===== src/verilog/pbdc_pkg.sv =====
// Package with command codes, address offsets and carrier types for the bus command decoder.
package pbdc_pkg;
    timeunit 1ns;
    timeprecision 100ps;

    localparam logic [7:0] PBDC_CMD_GTL = 8'h01;
    localparam logic [7:0] PBDC_CMD_TRG = 8'h08;
    localparam logic [7:0] PBDC_CMD_LLO = 8'h11;
    localparam logic [7:0] PBDC_CMD_DCL = 8'h14;
    localparam logic [7:0] PBDC_CMD_SDC = 8'h04;
    localparam logic [7:0] PBDC_CMD_UNL = 8'h3f;
    localparam logic [7:0] PBDC_CMD_UNT = 8'h5f;
    localparam logic [7:0] PBDC_LISTEN_BASE = 8'h20;
    localparam logic [7:0] PBDC_TALK_BASE = 8'h40;
    localparam logic [4:0] PBDC_ADDR_MAX = 5'h1e;
    localparam logic [2:0] PBDC_GROUP_LSB = 3'h5;

    typedef enum {
        PBDC_LOCAL,
        PBDC_REMOTE
    } pbdc_ctl_state_type;

    typedef struct packed {
        logic valid;
        logic atn;
        logic [7:0] data;
    } pbdc_byte_type;

    typedef struct packed {
        logic trigger;
        logic dev_clear;
    } pbdc_event_type;
endpackage


===== src/verilog/pbdc_device.sv =====
// Device-side remote, lockout, addressing and service-request logic for a parallel instrument bus.
//
// Overview of operation
// Local state means front panel works; remote state means bus control.
// Remote control is accepted only while remote-enable is asserted.
// With remote-enable asserted, becoming a listener puts the device in remote.
// Front-panel local key returns to local unless locked out.
// Only the system controller drives remote-enable.
// System controller asserts remote-enable after power-up and holds it.
// Local lockout command disables the local key for all devices.
// Go-to-local returns addressed listeners to local state.
// Trigger starts the device action in addressed listeners.
// Device clear resets every device regardless of addressing.
// Selected device clear resets only addressed listeners.
// Controller sends untalk, unlisten, talk, listens, data, then cleans up.
// Listen address is 32 plus bus address; talk is 64 plus.
// Controller reads by untalk, unlisten, talk source, own listen, data.
// Raise a service request on task completion or error condition.
// Unlisten drops listener state until own listen address returns.
// Bytes are commands only while attention is asserted.
// Valid bus addresses are 0 through 30.
// Another device's talk address makes this device leave talker state.
// Releasing remote-enable clears remote, lockout and addressing.
module pbdc_device
    import pbdc_pkg::*;
#(
    parameter bit LOCKOUT_SUPPORT = 1'b1
) (
    input wire logic ref_clk_in,
    input wire logic rstn_in,
    input wire pbdc_byte_type bus_byte_in,
    input wire logic ren_in,
    input wire logic [4:0] bus_addr_in,
    input wire logic local_key_in,
    input wire logic task_done_in,
    input wire logic error_in,
    input wire logic srq_ack_in,
    output logic remote_out,
    output logic lockout_out,
    output logic listener_out,
    output logic talker_out,
    output logic data_valid_out,
    output logic [7:0] data_out,
    output pbdc_event_type event_out,
    output logic srq_out
);

    timeunit 1ns;
    timeprecision 100ps;

    ////////////////////////////////////////////////////////////////////////////
    // State and output registers with their next values.

    pbdc_ctl_state_type state_reg;
    pbdc_ctl_state_type state_next;
    logic lockout_reg;
    logic lockout_next;
    logic listener_reg;
    logic listener_next;
    logic talker_reg;
    logic talker_next;
    logic srq_reg;
    logic srq_next;
    logic data_valid_reg;
    logic data_valid_next;
    logic [7:0] data_reg;
    logic [7:0] data_next;
    pbdc_event_type event_reg;
    pbdc_event_type event_next;

    ////////////////////////////////////////////////////////////////////////////
    // Fields of the incoming byte.

    wire logic byte_valid;
    wire logic byte_atn;
    wire logic [7:0] byte_data;
    wire logic [7:0] cmd;

    assign byte_valid = bus_byte_in.valid;
    assign byte_atn = bus_byte_in.atn;
    assign byte_data = bus_byte_in.data;
    // Bit 7 is not part of the command set, so it is masked before any compare.
    assign cmd = {1'h0, byte_data[6:0]};

    ////////////////////////////////////////////////////////////////////////////
    // Qualification of commands and data bytes.

    wire logic cmd_take;
    wire logic data_take;

    assign cmd_take = byte_valid && byte_atn && ren_in;
    assign data_take = byte_valid && !byte_atn && listener_reg;

    ////////////////////////////////////////////////////////////////////////////
    // Own address decoding.

    wire logic addr_ok;
    wire logic [7:0] my_listen;
    wire logic [7:0] my_talk;

    assign addr_ok = bus_addr_in <= PBDC_ADDR_MAX;
    assign my_listen = PBDC_LISTEN_BASE + {3'h0, bus_addr_in};
    assign my_talk = PBDC_TALK_BASE + {3'h0, bus_addr_in};

    ////////////////////////////////////////////////////////////////////////////
    // Command codes, before qualification.

    wire logic is_my_listen;
    wire logic is_my_talk;
    wire logic is_talk_grp;
    wire logic is_unl;
    wire logic is_unt;
    wire logic is_llo;
    wire logic is_gtl;
    wire logic is_trg;
    wire logic is_dcl;
    wire logic is_sdc;

    assign is_my_listen = addr_ok && cmd == my_listen;
    assign is_my_talk = addr_ok && cmd == my_talk;
    assign is_talk_grp = cmd[6:PBDC_GROUP_LSB] == 2'h2;
    assign is_unl = cmd == PBDC_CMD_UNL;
    assign is_unt = cmd == PBDC_CMD_UNT;
    assign is_llo = cmd == PBDC_CMD_LLO;
    assign is_gtl = cmd == PBDC_CMD_GTL;
    assign is_trg = cmd == PBDC_CMD_TRG;
    assign is_dcl = cmd == PBDC_CMD_DCL;
    assign is_sdc = cmd == PBDC_CMD_SDC;

    ////////////////////////////////////////////////////////////////////////////
    // Qualified command hits.

    wire logic hit_mla;
    wire logic hit_mta;
    wire logic hit_unl;
    wire logic hit_unt;
    wire logic hit_other_talk;
    wire logic hit_llo;
    wire logic hit_gtl;
    wire logic hit_trg;
    wire logic hit_dcl;
    wire logic hit_sdc;
    wire logic key_return;

    assign hit_mla = cmd_take && is_my_listen;
    assign hit_mta = cmd_take && is_my_talk;
    assign hit_unl = cmd_take && is_unl;
    assign hit_unt = cmd_take && is_unt;
    assign hit_other_talk = cmd_take && is_talk_grp && !is_unt && !is_my_talk;
    // Without lockout support the command stays legal on the bus but has no effect here.
    assign hit_llo = cmd_take && is_llo && LOCKOUT_SUPPORT;
    assign hit_gtl = cmd_take && is_gtl && listener_reg;
    assign hit_trg = cmd_take && is_trg && listener_reg;
    assign hit_dcl = cmd_take && is_dcl;
    assign hit_sdc = cmd_take && is_sdc && listener_reg;
    assign key_return = local_key_in && !lockout_reg;

    ////////////////////////////////////////////////////////////////////////////
    // Remote and local state.

    always_comb begin
        state_next = state_reg;
        case (state_reg)
            PBDC_LOCAL: begin
                if (hit_mla) begin
                    state_next = PBDC_REMOTE;
                end
            end
            PBDC_REMOTE: begin
                if (hit_gtl || key_return) begin
                    state_next = PBDC_LOCAL;
                end
            end
            default: begin
                state_next = PBDC_LOCAL;
            end
        endcase
        // Dropping remote-enable overrides anything decoded in the same cycle.
        if (!ren_in) begin
            state_next = PBDC_LOCAL;
        end
    end

    ////////////////////////////////////////////////////////////////////////////
    // Lockout and addressed flags.

    always_comb begin
        lockout_next = lockout_reg;
        if (hit_llo) begin
            lockout_next = 1'h1;
        end
        if (!ren_in) begin
            lockout_next = 1'h0;
        end
    end

    always_comb begin
        listener_next = listener_reg;
        if (hit_unl) begin
            listener_next = 1'h0;
        end
        if (hit_mla) begin
            listener_next = 1'h1;
        end
        if (!ren_in) begin
            listener_next = 1'h0;
        end
    end

    always_comb begin
        talker_next = talker_reg;
        if (hit_unt || hit_other_talk) begin
            talker_next = 1'h0;
        end
        if (hit_mta) begin
            talker_next = 1'h1;
        end
        if (!ren_in) begin
            talker_next = 1'h0;
        end
    end

    ////////////////////////////////////////////////////////////////////////////
    // Events, service request and received data.

    always_comb begin
        event_next = '0;
        event_next.trigger = hit_trg;
        // Both clears ask for the same device reset, so they share one pulse.
        event_next.dev_clear = hit_dcl || hit_sdc;
    end

    always_comb begin
        // A new cause sets the request in the same cycle an acknowledge arrives.
        srq_next = srq_reg;
        if (srq_ack_in) begin
            srq_next = 1'h0;
        end
        if (task_done_in || error_in) begin
            srq_next = 1'h1;
        end
    end

    // Data bytes are only passed while listening; the link has no buffer of its own.
    always_comb begin
        data_valid_next = data_take;
        data_next = data_reg;
        if (data_take) begin
            data_next = byte_data;
        end
    end

    ////////////////////////////////////////////////////////////////////////////
    // Registers.

    always_ff @(posedge ref_clk_in) begin
        if (!rstn_in) begin
            state_reg <= PBDC_LOCAL;
        end else begin
            state_reg <= state_next;
        end
    end

    always_ff @(posedge ref_clk_in) begin
        if (!rstn_in) begin
            lockout_reg <= 1'h0;
        end else begin
            lockout_reg <= lockout_next;
        end
    end

    always_ff @(posedge ref_clk_in) begin
        if (!rstn_in) begin
            listener_reg <= 1'h0;
        end else begin
            listener_reg <= listener_next;
        end
    end

    always_ff @(posedge ref_clk_in) begin
        if (!rstn_in) begin
            talker_reg <= 1'h0;
        end else begin
            talker_reg <= talker_next;
        end
    end

    always_ff @(posedge ref_clk_in) begin
        if (!rstn_in) begin
            event_reg <= '0;
        end else begin
            event_reg <= event_next;
        end
    end

    always_ff @(posedge ref_clk_in) begin
        if (!rstn_in) begin
            srq_reg <= 1'h0;
        end else begin
            srq_reg <= srq_next;
        end
    end

    always_ff @(posedge ref_clk_in) begin
        if (!rstn_in) begin
            data_valid_reg <= 1'h0;
        end else begin
            data_valid_reg <= data_valid_next;
        end
    end

    always_ff @(posedge ref_clk_in) begin
        if (!rstn_in) begin
            data_reg <= 8'h00;
        end else begin
            data_reg <= data_next;
        end
    end

    ////////////////////////////////////////////////////////////////////////////
    // Outputs.

    assign remote_out = state_reg == PBDC_REMOTE;
    assign lockout_out = lockout_reg;
    assign listener_out = listener_reg;
    assign talker_out = talker_reg;
    assign data_valid_out = data_valid_reg;
    assign data_out = data_reg;
    assign event_out = event_reg;
    assign srq_out = srq_reg;

endmodule


===== config.mk =====
export PLATFORM = sky130hd
export DESIGN_NAME = pbdc_device
export DESIGN_NICKNAME = d
export VERILOG_FILES = /design/src/verilog/pbdc_pkg.sv /design/src/verilog/pbdc_device.sv
export SDC_FILE = /design/constraint.sdc
export NUM_CORES = 1
export LEC_CHECK = 0
export ABC_AREA = 1
export BUFFER_PORTS_ARGS = -buffer_cell sky130_fd_sc_hd__buf_2
export CAP_MARGIN = 20
export CORE_ASPECT_RATIO = 1.25
export CORE_MARGIN = 3
export CORE_UTILIZATION = 39
export CTS_CLUSTER_DIAMETER = 120
export CTS_CLUSTER_SIZE = 25
export DETAILED_ROUTE_END_ITERATION = 10
export PLACE_DENSITY = 0.72
export SLEW_MARGIN = 20
export SYNTH_ARGS = -nofsm -noshare
export SYNTH_HDL_FRONTEND = slang
export SYNTH_SLANG_ARGS = --single-unit

===== constraint.sdc =====
create_clock -name ref_clk_in -period 0.95 [get_ports ref_clk_in]
set_input_delay 0.0475 -clock ref_clk_in [delete_from_list [all_inputs] [get_ports ref_clk_in]]
set_output_delay 0.0475 -clock ref_clk_in [all_outputs]
set_load 0.02 [all_outputs]

==> flow_summary.json <==
{
  "relSlewSlack_pct": 82.90,
  "place_area_mm2": 0.001012,
  "max_freq_mhz": 1015,
  "cap_viol_max_count": 0,
  "grt_setup_unrepaired": "yes",
  "post_cts_buffers": 0,
  "place_ws_ns": -0.09088,
  "slew_violations": 0,
  "hold_violations": 0,
  "synth_warnings": 0,
  "grt_start_max_net_pins": 10,
  "drcViolationCount": 0,
  "first_global_vias": 791,
  "crit_path_frequent_cell": "nor2_1",
  "fin_ws_ns": -0.03532,
  "track_usage_pct": 16.47,
  "peakVddDrop_v": 0.0007984,
  "dr.pass1.iters": 4,
  "detail-route-antenna-nets": 0,
  "worstSetupEndpointType": "flip-flop",
  "core_area_mm2": 0.001829,
  "cp_max_fo": 6,
  "antenna_found_initial": 0,
  "critPathLaunchType": "flip-flop",
  "netlist_instances": 101,
  "cts-root-buf": "clkbuf_4",
  "die_x_um": 45.89,
  "p_seq_share_pct": 51.3,
  "wire_per_inst_um": 12.04,
  "place_hpwl_mm": 1.649,
  "num_vias": 830,
  "path_cells": "inv_4 -> nor3_4 -> buf_6 -> inv_2 -> nor2_1 -> nor2_1",
  "tightest_slew_ns": 0.2545,
  "htree_levels": 1,
  "netlist_area_um2": 775.7,
  "start_util_pct": 42.41,
  "synth_seq_cells": 16,
  "antenna_cells": 0,
  "violations": "negative setup slack",
  "numCtsBuffers": 3,
  "powerDensity_mw_per_mm2": 1171,
  "p_sw_mw": 0.3288,
  "drive_gt1_share_pct": 43.24,
  "arrival_ns": 1.18,
  "slowest_delay_ns": 0.37,
  "synth-seq-area-share_pct": 41.29,
  "clkTransAtPathRegs_ns": 0.10,
  "clock-sinks": 16,
  "clk_latency_ns": 0.30,
  "stdcell_count": 167,
  "swShare_pct": 25.13,
  "rows": 17,
  "finalCriticalPeriod_ns": 0.9853,
  "num_io_pins": 38,
  "fin_nets": 171,
  "p_comb_share_pct": 13.6,
  "fin_crit_sh_pct": 103.7,
  "crit_required_ns": 1.15,
  "power.internal_mw": 0.9795,
  "synth.avg_cell_area_um2": 7.681,
  "drtIter0Drc": 14,
  "cts_buffer_depth": 2,
  "syn-num-nets": 123,
  "vias_per_cell": 4.970,
  "ys_types": 24,
  "cpMaxStageDelayCell": "dfxtp_4",
  "place.gp.congestion": 0.8724,
  "clockPowerShare_pct": 35.1,
  "placed_cells_incl_taps": 159,
  "hold_ws_ns": 0.006469,
  "totalWireLength_mm": 2.011,
  "tns_ns": -0.09384,
  "power.total_mw": 1.308,
  "final_util_pct": 61.08,
  "grt_pass1_wl_mm": 3.174,
  "status": "finished with violations",
  "worst-setup-path-type": "flip-flop to flip-flop",
  "gr-total-overflow": 0,
  "die_y_um": 55.87,
  "syn_to_final_growth_pct": 44.03,
  "setup_viol": 5,
  "hold_class": "primary input to flip-flop",
  "leakagePower_nw": 0.5455,
  "final_cell_area_mm2": 0.001117,
  "port_buffers": 37,
  "cts_tree": "yes",
  "die-area_mm2": 0.002564,
  "fin_skew_ns": 0.006559,
  "largest_reg_flops": 8
}
timing repair:
item                                    CTS  global route
gates cloned                              1             0
hold buffers                              3             0
gates resized for setup                  11             3
endpoints found under the setup margin   12            11
pin swaps                                 3             1
hold endpoints to repair                  3             0
cells in the mapped netlist:
cell type / n / area share, %
o31ai_1: 1 / 0.97
nand2_1: 15 / 7.3
o21a_1: 1 / 0.97
nor3_4: 1 / 2.1
o21ai_0: 5 / 3.2
inv_1: 13 / 6.3
buf_6: 1 / 1.5
inv_2: 3 / 1.5
nand3_1: 4 / 2.6
nand3_2: 1 / 1.3
xnor2_1: 3 / 3.4
nor2_2: 1 / 0.81
xor2_1: 1 / 1.1
nor2_1: 8 / 3.9
a21oi_1: 11 / 7.1
clkbuf_2: 1 / 0.64
a21oi_2: 2 / 2.3
nand4_1: 2 / 1.6
dfxtp_1: 16 / 41
nor3_2: 1 / 1.3
nor4_2: 2 / 3.2
o21ai_1: 3 / 1.9
o211a_1: 1 / 1.3
nor3_1: 4 / 2.6
placed cells by master (no fill, tap or decap), types with 2 or more instances in the layout:
cell type       n
o21ai_1         3
a21oi_2         2
dlygate4sd3_1   3
nand4_1         2
inv_1          12
buf_2          37
inv_2           3
o21ai_2         5
nand3_1         4
clkbuf_4        3
nor2_1          8
buf_4           2
a21oi_1        11
buf_6           3
nand2_1        15
nor3_1          4
xnor2_1         3
dfxtp_1        15
routing by layer:
metal	vias to the layer above	GRT usage (%)	part of all wire, %
met5	-	0	0
met4	0	9.350	2.1
met3	5	3.560	8.2
met2	34	28.35	52
met1	364	17.19	38
li1	427	-	-
kinds of logic (layout without fill, tap and decap cells):
group                  count (synthesis)  count (layout)  synth area share (%)
AND/OR/NAND/NOR                       39              39                 26.61
AO/OA/AOI/OAI                         24              24                 17.74
buffers and inverters                 18              65                 9.838
flip-flops                            16              16                 41.29
XOR/XNOR                               4               4                 4.517
area by class of cell:
type                       count  area (um^2)
inverter                      16        62.56
timing repair buffer          45        264.0
tap                           19        23.77
fill                         172        711.9
multi-input combinational     67        406.6
clock buffer                   4        36.28
sequential                    16        324.1
final timing paths:
kind,start,endpoint,slack (ns),cells after the start
setup / recovery,listener_out,data_out[7],-0.04,6
hold / removal,task_done_in,srq_out,0.006,3
setup reg to reg,listener_out,data_out[7],-0.04,6
hold reg to reg,srq_out,srq_out,0.46,2
critical path: cells and delay by family, from the launching register on:
kind | cells | cell delay [ns]
buffers and inverters | 3 | 0.24
DFF | 1 | 0.37
and+or+nand+nor | 3 | 0.28
power groups by stage:
stage          combinational [mW]  sequential, mW  clock (mW)
6_report                    0.177           0.672       0.459
5_1_grt                     0.195           0.672       0.489
4_1_cts                     0.177           0.672       0.467
3_5_place_dp                0.163           0.687           0
3_3_place_gp                0.158           0.687           0
2_1_floorplan              0.0738           0.692           0
(Power assumes the default switching activity.)
